**config.mk**
```make
export PLATFORM = sky130hd
export DESIGN_NAME = erx_exc_unit
export DESIGN_NICKNAME = d
export VERILOG_FILES = /design/src/pkg/erx_pkg.sv /design/src/erx_exc_unit.sv
export SDC_FILE = /design/constraint.sdc
export NUM_CORES = 1
export LEC_CHECK = 0
export BUFFER_PORTS_ARGS = -buffer_cell sky130_fd_sc_hd__buf_4
export CORE_ASPECT_RATIO = 2
export CORE_MARGIN = 10
export CORE_UTILIZATION = 52
export CTS_CLUSTER_DIAMETER = 30
export DETAILED_ROUTE_END_ITERATION = 7
export PLACE_DENSITY = 0.77
export RECOVER_POWER = 50
export REMOVE_ABC_BUFFERS = 1
export SYNTH_ARGS = -nofsm -noshare
export SYNTH_HDL_FRONTEND = slang
export SYNTH_SLANG_ARGS = --single-unit
export TNS_END_PERCENT = 100
```
**constraint.sdc**
```tcl
create_clock -name clk_in -period 2.07 [get_ports clk_in]
set_input_delay 0.207 -clock clk_in [delete_from_list [all_inputs] [get_ports clk_in]]
set_output_delay 0.207 -clock clk_in [all_outputs]
set_load 0.1 [all_outputs]
```
**src/pkg/erx_pkg.sv**
```systemverilog
// Purpose: constants for the exception entry/return unit
// Assumes: 32-bit machine state, save bits 16:31 held in the low half
// Notes: register port addresses and vector offsets live here
// Contract
// - let executing instructions finish before the hardware context switch
// - on entry save next address and state bits 16:31, then modify state
// - after saving, redirect fetch to the taken exception's vector
// - every exception, debug too, overwrites both save registers
// - any write to the recoverable-set register sets the recoverable flag
// - recoverable flag at entry is captured; zero means not recoverable
// - masked breakpoints are taken only while the recoverable flag is set
// - non-masked breakpoints are taken at any time
// - vector register gives code of highest-priority pending source
// - levels above 7 report via level 7; pending bit 0 is highest
// - return reloads machine state from the second save register
// - return continues fetching at the first save register's address
// - indirect branch targets come from count or link; link form saves next
// - special registers move only through a general register, never to memory
// - taking an exception disables external interrupts until re-enabled
// - any write to the enable-set register sets enable and recoverable
// - lower level number wins when levels compete
package erx_pkg;
  localparam logic [3:0] ADR_SAVE_RET = 4'h0;
  localparam logic [3:0] ADR_SAVE_MS = 4'h1;
  localparam logic [3:0] ADR_MSR = 4'h2;
  localparam logic [3:0] ADR_RSET = 4'h3;
  localparam logic [3:0] ADR_ERSET = 4'h4;
  localparam logic [3:0] ADR_IVEC = 4'h5;
  localparam logic [3:0] ADR_PEND = 4'h6;
  localparam logic [3:0] ADR_LMASK = 4'h7;
  localparam logic [3:0] ADR_CTR = 4'h8;
  localparam logic [3:0] ADR_LR = 4'h9;
  localparam logic [3:0] ADR_DBG = 4'hA;
  localparam int MSR_EE = 15;
  localparam int MSR_FP = 13;
  localparam int MSR_RI = 1;
  localparam logic [31:0] MSR_RST = 32'h0000_0000;
  localparam logic [31:0] ZERO32 = 32'h0000_0000;
  localparam logic [15:0] ZERO16 = 16'h0000;
  localparam logic [31:0] VEC_BASE = 32'h0000_0000;
  localparam logic [31:0] VEC_EXT = 32'h0000_0040;
  localparam logic [31:0] VEC_DBG = 32'h0000_0080;
  localparam int NLVL = 16;
  localparam int MAIN_LVL = 7;
  localparam int NMAIN = 8;
  localparam int PEND_TOP = 31;
  localparam logic [7:0] CODE_NONE = 8'hFF;
  localparam logic [15:0] LMASK_RST = 16'h0000;
  typedef enum logic {ERX_RUN, ERX_DRAIN} erx_state_t;
endpackage : erx_pkg

```
**src/erx_exc_unit.sv**
```systemverilog
// Purpose: exception entry, return, branch targets and interrupt encoding
// Assumes: requests and breakpoints come from logic on the same clock
// Notes: special registers are reached only over the register port
//
// The implementer's own choices: the plain strobed port and the placing of the registers.
`timescale 1ns/1ps
module erx_exc_unit (
  // clock and reset
  input wire logic clk_in,
  input wire logic arst_n_in,
  // register port
  input wire logic [3:0] reg_addr_in,
  input wire logic [31:0] reg_wdata_in,
  input wire logic reg_wr_in,
  input wire logic reg_rd_in,
  output logic [31:0] reg_rdata_out,
  // pipeline
  input wire logic busy_in,
  input wire logic [31:0] next_pc_in,
  input wire logic sync_exc_in,
  input wire logic [31:0] sync_vec_in,
  input wire logic rfi_in,
  input wire logic ibr_in,
  input wire logic ibr_ctr_in,
  input wire logic ibr_link_in,
  output logic redirect_out,
  output logic [31:0] redirect_addr_out,
  output logic taken_out,
  output logic [31:0] msr_out,
  // debug and interrupt sources
  input wire logic bp_in,
  input wire logic [15:0] lvl_req_in
);

  typedef struct packed {
    erx_pkg::erx_state_t st;
    logic [31:0] save_return_address;
    logic [31:0] save_machine_state;
    logic [31:0] machine_state_reg;
    logic [31:0] ctr;
    logic [31:0] lr;
    logic [15:0] lmask;
    logic dbgnm;
    logic [31:0] cause;
    logic [31:0] rdata;
    logic redir;
    logic [31:0] raddr;
    logic taken;
  } erx_regs_t;

  erx_regs_t s;
  erx_regs_t next_s;

  // lowest set index wins; returns CODE_NONE when empty
  function automatic logic [7:0] erx_first(input logic [7:0] v);
    logic [7:0] r;
    r = erx_pkg::CODE_NONE;
    for (int i = erx_pkg::NMAIN - 1; i >= 0; i--) begin
      if (v[i]) begin
        r = 8'(i);
      end
    end
    return r;
  endfunction : erx_first

  logic [15:0] masked;
  logic [7:0] main_lvl;
  logic [7:0] code;
  logic [31:0] pend;
  logic ext_pend;
  logic dbg_hit;
  logic recog;

  always_comb begin
    masked = lvl_req_in & s.lmask;
    for (int i = 0; i < erx_pkg::MAIN_LVL; i++) begin
      main_lvl[i] = masked[i];
    end
    main_lvl[erx_pkg::MAIN_LVL] = |masked[erx_pkg::NLVL-1:erx_pkg::MAIN_LVL];
    code = erx_first(main_lvl);
    pend = erx_pkg::ZERO32;
    for (int l = erx_pkg::MAIN_LVL; l < erx_pkg::NLVL; l++) begin
      pend[erx_pkg::PEND_TOP - l] = masked[l];
    end
    ext_pend = (code != erx_pkg::CODE_NONE) && s.machine_state_reg[erx_pkg::MSR_EE];
    dbg_hit = bp_in && (s.dbgnm || s.machine_state_reg[erx_pkg::MSR_RI]);
    recog = (s.st == erx_pkg::ERX_RUN) && (dbg_hit || sync_exc_in || ext_pend);
  end

  always_comb begin
    next_s = s;
    next_s.redir = 1'b0;
    next_s.taken = 1'b0;
    next_s.rdata = erx_pkg::ZERO32;
    // special registers move only through general-register traffic here
    if (reg_rd_in) begin
      case (reg_addr_in)
        erx_pkg::ADR_SAVE_RET: next_s.rdata = s.save_return_address;
        erx_pkg::ADR_SAVE_MS: next_s.rdata = s.save_machine_state;
        erx_pkg::ADR_MSR: next_s.rdata = s.machine_state_reg;
        erx_pkg::ADR_IVEC: next_s.rdata = {24'h00_0000, code};
        erx_pkg::ADR_PEND: next_s.rdata = pend;
        erx_pkg::ADR_LMASK: next_s.rdata = {erx_pkg::ZERO16, s.lmask};
        erx_pkg::ADR_CTR: next_s.rdata = s.ctr;
        erx_pkg::ADR_LR: next_s.rdata = s.lr;
        erx_pkg::ADR_DBG: next_s.rdata = {31'h0000_0000, s.dbgnm};
        default: next_s.rdata = erx_pkg::ZERO32;
      endcase
    end
    if (reg_wr_in) begin
      case (reg_addr_in)
        erx_pkg::ADR_SAVE_RET: next_s.save_return_address = reg_wdata_in;
        erx_pkg::ADR_SAVE_MS: next_s.save_machine_state = reg_wdata_in;
        erx_pkg::ADR_MSR: next_s.machine_state_reg = reg_wdata_in;
        erx_pkg::ADR_RSET: next_s.machine_state_reg[erx_pkg::MSR_RI] = 1'b1;
        erx_pkg::ADR_ERSET: begin
          next_s.machine_state_reg[erx_pkg::MSR_RI] = 1'b1;
          next_s.machine_state_reg[erx_pkg::MSR_EE] = 1'b1;
        end
        erx_pkg::ADR_LMASK: next_s.lmask = reg_wdata_in[15:0];
        erx_pkg::ADR_CTR: next_s.ctr = reg_wdata_in;
        erx_pkg::ADR_LR: next_s.lr = reg_wdata_in;
        erx_pkg::ADR_DBG: next_s.dbgnm = reg_wdata_in[0];
        default: next_s.dbgnm = s.dbgnm;
      endcase
    end
    // indirect branch reads the old link value even when it also links
    if (ibr_in) begin
      next_s.redir = 1'b1;
      next_s.raddr = ibr_ctr_in ? s.ctr : s.lr;
      if (ibr_link_in) begin
        next_s.lr = next_pc_in;
      end
    end
    case (s.st)
      erx_pkg::ERX_RUN: begin
        // a return in the recognising cycle is dropped; the pipeline retries it
        if (recog) begin
          next_s.st = erx_pkg::ERX_DRAIN;
          if (dbg_hit) begin
            next_s.cause = erx_pkg::VEC_DBG;
          end else if (sync_exc_in) begin
            next_s.cause = sync_vec_in;
          end else begin
            next_s.cause = erx_pkg::VEC_EXT;
          end
        end else if (rfi_in) begin
          next_s.machine_state_reg = {s.machine_state_reg[31:16], s.save_machine_state[15:0]};
          next_s.redir = 1'b1;
          next_s.raddr = s.save_return_address;
        end
      end
      erx_pkg::ERX_DRAIN: begin
        if (!busy_in) begin
          next_s.save_return_address = next_pc_in;
          next_s.save_machine_state = {erx_pkg::ZERO16, s.machine_state_reg[15:0]};
          next_s.machine_state_reg[erx_pkg::MSR_EE] = 1'b0;
          next_s.machine_state_reg[erx_pkg::MSR_RI] = 1'b0;
          next_s.machine_state_reg[erx_pkg::MSR_FP] = 1'b0;
          next_s.redir = 1'b1;
          next_s.raddr = erx_pkg::VEC_BASE + s.cause;
          next_s.taken = 1'b1;
          next_s.st = erx_pkg::ERX_RUN;
        end
      end
      default: next_s.st = erx_pkg::ERX_RUN;
    endcase
  end

  always_ff @(posedge clk_in or negedge arst_n_in) begin
    if (!arst_n_in) begin
      s <= '{st: erx_pkg::ERX_RUN, save_return_address: erx_pkg::ZERO32, save_machine_state: erx_pkg::ZERO32,
             machine_state_reg: erx_pkg::MSR_RST, ctr: erx_pkg::ZERO32, lr: erx_pkg::ZERO32,
             lmask: erx_pkg::LMASK_RST, dbgnm: 1'b0, cause: erx_pkg::ZERO32,
             rdata: erx_pkg::ZERO32, redir: 1'b0, raddr: erx_pkg::ZERO32,
             taken: 1'b0};
    end else begin
      s <= next_s;
    end
  end

  assign reg_rdata_out = s.rdata;
  assign redirect_out = s.redir;
  assign redirect_addr_out = s.raddr;
  assign taken_out = s.taken;
  assign msr_out = s.machine_state_reg;
endmodule : erx_exc_unit

```
==> summary.txt, run 1 <==
Synthesis
  – Post-synthesis average cell area: 10.88 sq um
  – Seq/Total Area, Yosys: 49.27%
  – Post-synth cell types: 46
  – Synth Instances: 1288
  – Post-synth top area cell: dfrtp_1
  – EDFF count, synth: 0
  – Top cell type's share of synthesized area: 49.27%
  – Ys flop type: dfrtp_1
  – Mapped Area: 14020 sq um
  – Synth area leaders: dfrtp_1, mux2i_1, buf_4
  – #FFs+latches synth: 276
  – Ys async rst share: 100.0%
  – YS warnings: 0

Timing
  – Final setup fails: 5
  – Final period util: 101.6%
  – Worst Max-Slew Pin Slew: 1.251 ns
  – Hold_ws: 0.02980 ns
  – RSZ-0062 raised after global routing: yes
  – Final Hold Viols: 0
  – Max Clock Freq: 0.4756 GHz
  – Post-layout min period: 2.103 ns
  – Fin. max-slew vios: 0
  – Slew HR: 16.60%
  – Clock Skew: 0.01664 ns
  – Post-route setup slack: -0.03262 ns

Setup path
  – Critical path's slowest cell: dfrtp_1
  – Worst setup EP type: flip-flop
  – CP Max Fanout: 6
  – CP peak stage delay: 0.42 ns
  – CP Class: reg2reg
  – Worst path arrival time: 2.53 ns
  – Critical Path, Cell by Cell: a22oi_2 > nand4_1 > o21ai_2 > buf_6 > nand4_4 > buf_12 > mux2i_4 > mux2i_1
  – Bufs and invs on worst path: 2
  – CP top delay family: compound AO/OA/AOI/OAI gates
  – Worst endpoint required time: 2.50 ns
  – Startpoint types: flip-flop

Layout
  – Nets: 1662
  – Antenna cells: 0
  – Area delta synth->final: 29.24%
  – Cell area after layout: 18120 sq um
  – Share of cells above drive strength 1: 28.71%

Global routing
  – Busiest layer in global routing: met2
  – Total gr overflow: 0
  – Vias in the first global route: 12604
  – Largest net degree at the start of global routing: 96
  – Met3 usage: 4.220%
  – Initial antenna violation count: 0
  – Met2 GRT Util: 47.53%
  – Met1 GRT Util: 29.58%
  – Total track usage: 27.32%
  – First-pass GRT wire length: 72900 microns

Clock network
  – H-tree Lvls: 2
  – Register clock-pin slew on the reported worst setup and hold paths: 0.05 ns
  – CTS tree: built
  – Max Buffers Root-to-Sink: 3
  – Clk_lat worst skew: 0.53 ns
  – TritonCTS Sinks: 276
  – Root Buffer: clkbuf_16
  – Cts bufs inserted: 38

Pwr
  – Leakage Power: 8.963 nW
  – VDD IR max: 1274 uV
  – PwrDens: 1275 nW/um^2

Floorplan
  – FP Rows: 85
  – Die extent in y: 252.2 microns
  – I/O pin count: 225
  – Die area: 34320 sq um
  – Chip width: 136.1 microns
  – Initial Util: 52.31%
  – Core Area: 26800 sq um

Placement
  – Placed Area: 15800 sq um
  – Dpl hpwl: 32120 microns
  – Global placement routability congestion: 0.9440
  – PortBufs: 224

Route
  – TritonRoute pass-1 iters: 8
  – Vias: 11866
  – 1st-iter DRT viols: 1181
  – Antenna Nets Post-Route: 0
  – Wire per inst: 25.53 microns
  – DRC: 1
  – Routed wire length: 48820 microns
  – Vias/cell: 6.206

Outcome
  – Failing checks: DRC, setup timing
  – Status: finished, violations left

Min path
  – HP Class: in2reg

Flow run
  – MaxCap Viol Count: 0
[cell usage in the layout (no fill, tap or decap), types with 6 or more instances in the layout]
cell / count
a21oi_1: 76
a222oi_1: 10
a22o_1: 30
a22oi_1: 68
a22oi_2: 8
a31oi_1: 20
a32oi_1: 10
buf_12: 14
buf_4: 270
clkbuf_1: 10
clkbuf_16: 43
dfrtp_1: 274
dlygate4sd3_1: 96
mux2_2: 52
mux2_4: 10
mux2i_1: 220
nand2_1: 117
nand2b_1: 6
nor2_1: 56
o21ai_0: 86
[cells in the mapped netlist (all sizes together), types with 2 or more instances]
cell / count
nor3: 6
a21oi: 76
a22oi: 76
a22o: 30
and2: 3
a31oi: 20
inv: 2
nand2b: 9
mux2: 65
a41oi: 5
clkbuf: 56
mux2i: 222
dfrtp: 276
nand4: 3
nor2b: 3
nand2: 121
nor2: 56
nor4: 2
a32oi: 10
o21a: 2
o21ai: 87
buf: 133
or3: 3
o2bb2ai: 3
a222oi: 10
nand3b: 2
[state kept, by name (all words and copies together) (netlist names)]
register / count
s: 178
redirect_addr_out: 32
redirect_out: 1
taken_out: 1
reg_rdata_out: 32
msr_out: 32
[cell families after synthesis]
logic type | synth area share (%)
compound gates | 14.88
buf+inv | 8.042
flops | 49.27
mux | 21.34
simple gates | 6.471
[what timing repair did]
action,4_1_cts,5_1_grt
hold endpoints to repair,254,0
gates cloned,0,2
hold buffers,96,0
pin swaps,0,9
resized for setup,3,11
setup endpoints to repair,24,58
setup buffers,0,6
[power breakdown]
| part | switching [mW] | leakage [nW] | internal (mW) | total, mW |
|---|---|---|---|---|
| registers | 1.29 | 3.47 | 6.79 | 8.07 |
| logic | 6.04 | 4.88 | 2.50 | 8.53 |
| clock network | 2.56 | 0.616 | 3.95 | 6.50 |
[through the flow]
| step | setup WS (ns) | util [%] | instances | total power, mW | setup TNS, ns |
|---|---|---|---|---|---|
| after floorplan | -3.315 | - | 1099 | 13.61 | -362.78 |
| after global placement | 0.04824 | 58.97 | 1739 | 16.07 | 0 |
| after detailed placement | -0.03084 | 58.97 | 1739 | 16.29 | -0.1168 |
| after CTS | 0.01314 | 67.37 | 1904 | 22.96 | 0 |
| after global routing | -0.05816 | 67.60 | 1912 | 23.86 | -0.9936 |
| final | -0.03262 | 67.60 | 1912 | 23.11 | -0.07458 |
[area by class of cell]
cell class                      instances  area (sq um)
Clock inverter                         19         165.2
Inverter                                2         7.507
Sequential cell                       276          6909
Fill cell                            2003          8683
Clock buffer                           50          1110
Multi-Input combinational cell        821          6085
Timing Repair Buffer                  396          3406
Tap cell                              348         435.4
[path summary, 6_finish.rpt]
| kind | slack (ns) | depth (start not counted) | end | from |
|---|---|---|---|---|
| worst max-delay path | -0.03 | 8 | redirect_addr_out[19] | s[113] |
| worst min-delay path | 0.03 | 3 | s[73] | sync_exc_in |
| worst max register to register | -0.03 | 8 | redirect_addr_out[19] | s[113] |
| worst min register to register | 0.50 | 1 | s[69] | s[69] |
| max in group asynchronous | 0.32 | 3 | msr_out[31] | arst_n_in |
| min in group asynchronous | 0.47 | 2 | s[118] | arst_n_in |
[worst min-delay path: stages]
cell and delay, ns:
buf_4 0.11, a21oi_1 0.06, o22ai_1 0.12
[layer usage]
| layer | vias up | routed length [microns] |
|---|---|---|
| met5 | - | 0 |
| met4 | 0 | 3783 |
| met3 | 227 | 3548 |
| met2 | 686 | 24930 |
| met1 | 5865 | 16560 |
| li1 | 5088 | - |
Power figures use the tool's default switching activity.
==> inputs of run 2 (changes only) <==
--- a/config.mk
+++ b/config.mk
@@ -12,7 +12,7 @@
 export CTS_CLUSTER_DIAMETER = 30
 export DETAILED_ROUTE_END_ITERATION = 7
 export PLACE_DENSITY = 0.77
-export RECOVER_POWER = 50
+export RECOVER_POWER = 25
 export REMOVE_ABC_BUFFERS = 1
 export SYNTH_ARGS = -nofsm -noshare
 export SYNTH_HDL_FRONTEND = slang
==> run 2 against run 1 <==
Against the previous run:
- the flow finishes with violations (setup timing)
- sequential power hardly changed
- largest power group unchanged
- sequential share of layout area is 0.13 points lower
- critical path depth stayed put
- total power hardly changed
==> summary.txt, run 2 (synthesis gave the netlist of run 1 again) <==
Clock network
  – Max Buffers Root-to-Sink: 3
  – TritonCTS Sinks: 276
  – CTS tree: built
  – H-tree Lvls: 2
  – Register clock-pin slew on the reported worst setup and hold paths: 0.05 ns
  – Cts bufs inserted: 38
  – Clk_lat worst skew: 0.53 ns
  – Root Buffer: clkbuf_16

Setup path
  – Worst setup EP type: flip-flop
  – Worst Setup SP: s[113]
  – CP Max Fanout: 6
  – R2R depth: 8
  – Worst path arrival time: 2.54 ns
  – CP Class: reg2reg
  – Worst reg2reg path startpoint: s[113]
  – Reg2reg end: redirect_addr_out[19]
  – Worst reg-to-reg setup slack: -0.04 ns
  – Worst endpoint required time: 2.50 ns
  – Startpoint types: flip-flop

Global routing
  – Total gr overflow: 0
  – Total track usage: 27.32%
  – Largest net degree at the start of global routing: 96
  – First-pass GRT wire length: 72900 microns
  – Vias in the first global route: 12604
  – Initial antenna violation count: 0

Timing
  – Final setup fails: 9
  – Final period util: 101.9%
  – Hold_ws: 0.02729 ns
  – Post-route setup slack: -0.03869 ns
  – Final setup TNS: -0.1165 ns
  – Slew HR: 15.74%
  – Clock Skew: 0.01425 ns
  – Max Clock Freq: 0.4742 GHz
  – RSZ-0062 raised after global routing: yes
  – Worst Max-Slew Pin Slew: 1.264 ns
  – Fin. max-slew vios: 0
  – Final Hold Viols: 0
  – Post-layout min period: 2.109 ns

Pwr
  – Clk pwr share: 28.1%
  – Comb power frac: 37.0%
  – VDD IR max: 1275 uV
  – Leakage Power: 8.990 nW
  – Switching power share of the total: 42.76%
  – Psw: 9.887 mW
  – P_int: 13.24 mW
  – PwrDens: 1272 nW/um^2
  – Flop pwr share: 34.9%

Route
  – TritonRoute pass-1 iters: 6
  – Vias/cell: 6.239
  – Metal-1 WL: 16510 microns
  – Routed wire length: 48800 microns
  – Top Metal Used: met4
  – Antenna Nets Post-Route: 0
  – Met3 wire length: 3585 microns
  – Met2 WL: 24890 microns
  – DRC: 0
  – Vias: 11929
  – Wire per inst: 25.52 microns
  – 1st-iter DRT viols: 1207

Floorplan
  – Die area: 34320 sq um
  – FP Rows: 85
  – Die extent in y: 252.2 microns
  – Core Area: 26800 sq um
  – Initial Util: 52.31%
  – Chip width: 136.1 microns
  – I/O pin count: 225

Flow run
  – MaxCap Viol Count: 0

Layout
  – Share of cells above drive strength 1: 29.35%
  – Cell area after layout: 18180 sq um
  – Max reg flops: 178
  – Most frequent cells in the layout: buf_4, dfrtp_1, mux2i_1
  – Nets: 1662
  – Fillers: 1987
  – Largest Register: s
  – Area delta synth->final: 29.67%
  – Antenna cells: 0

Outcome
  – Failing checks: setup timing
  – Status: finished, violations left

Min path
  – Hold Path Depth: 3
  – Hold Crit Endpoint: s[73]
  – HP Class: in2reg
  – Hold path start: sync_exc_in

Placement
  – Placed Area: 15800 sq um
  – PortBufs: 224
  – Global placement routability congestion: 0.9440
  – Dpl hpwl: 32120 microns
  – Dpl ws: -0.03084 ns
-- run 2: cell count changes in the layout (fill, tap and decap cells not counted), sizes merged --
cell,previous run,this run
buf,288,293
clkbuf,62,57
-- run 2: worst max-delay path by stage --
stage	end	slack (ns)	depth (start not counted)
after global routing	redirect_addr_out[14]	-0.06	8
after CTS	redirect_addr_out[19]	0.01	8
after global placement	msr_out[18]	0.05	6
after floorplan	s[211]	-3.31	2
final	redirect_addr_out[19]	-0.04	8
after detailed placement	redirect_addr_out[19]	-0.03	8
-- run 2: through the flow --
step | std cells | utilization, % | power, mW
final | 1912 | 67.82 | 23.12
after global routing | 1912 | 67.82 | 23.87
after CTS | 1904 | 67.37 | 22.96
after detailed placement | 1739 | 58.97 | 16.29
after global placement | 1739 | 58.97 | 16.07
after floorplan | 1099 | - | 13.61
-- run 2: what timing repair did --
item,4_1_cts,5_1_grt
gates cloned,0,2
endpoints found under the hold margin,254,0
setup endpoints to repair,24,58
pin swaps,0,9
hold buffers,96,0
buffers inserted,0,6
gates resized for setup,3,11
-- run 2: final cells by class --
cell class	instances	area, sq um	area share [%]
clock buffers	50	1110	6.105
clock inverters	19	165.2	0.9086
inverters	2	7.507	0.04130
multi-input cells	821	6106	33.59
flip-flops and latches	276	6909	38.01
well taps	348	435.4	2.395
repair buffers	396	3445	18.95
-- run 2: power by group through the flow --
stage | sequential [mW] | clock (mW) | combinational (mW)
after floorplan | 11.5 | 0 | 2.15
after global placement | 8.02 | 0 | 8.05
after detailed placement | 8.05 | 0 | 8.23
after CTS | 8.00 | 6.54 | 8.42
after global routing | 8.18 | 6.78 | 8.91
final | 8.08 | 6.50 | 8.55
-- run 2: critical path, cell delays in order (launching register included) --
cell and delay [ns]:
dfrtp_1 0.42, a22oi_2 0.27, nand4_1 0.16, o21ai_2 0.20, buf_6 0.14, nand4_4 0.21, buf_12 0.24, mux2i_4 0.19
mux2i_1 0.18
-- run 2: metal layers --
metal,vias up,track usage [%]
met4,0,18.43
met1,5928,29.58
met3,238,4.220
met2,678,47.53
met5,-,0
li1,5085,-
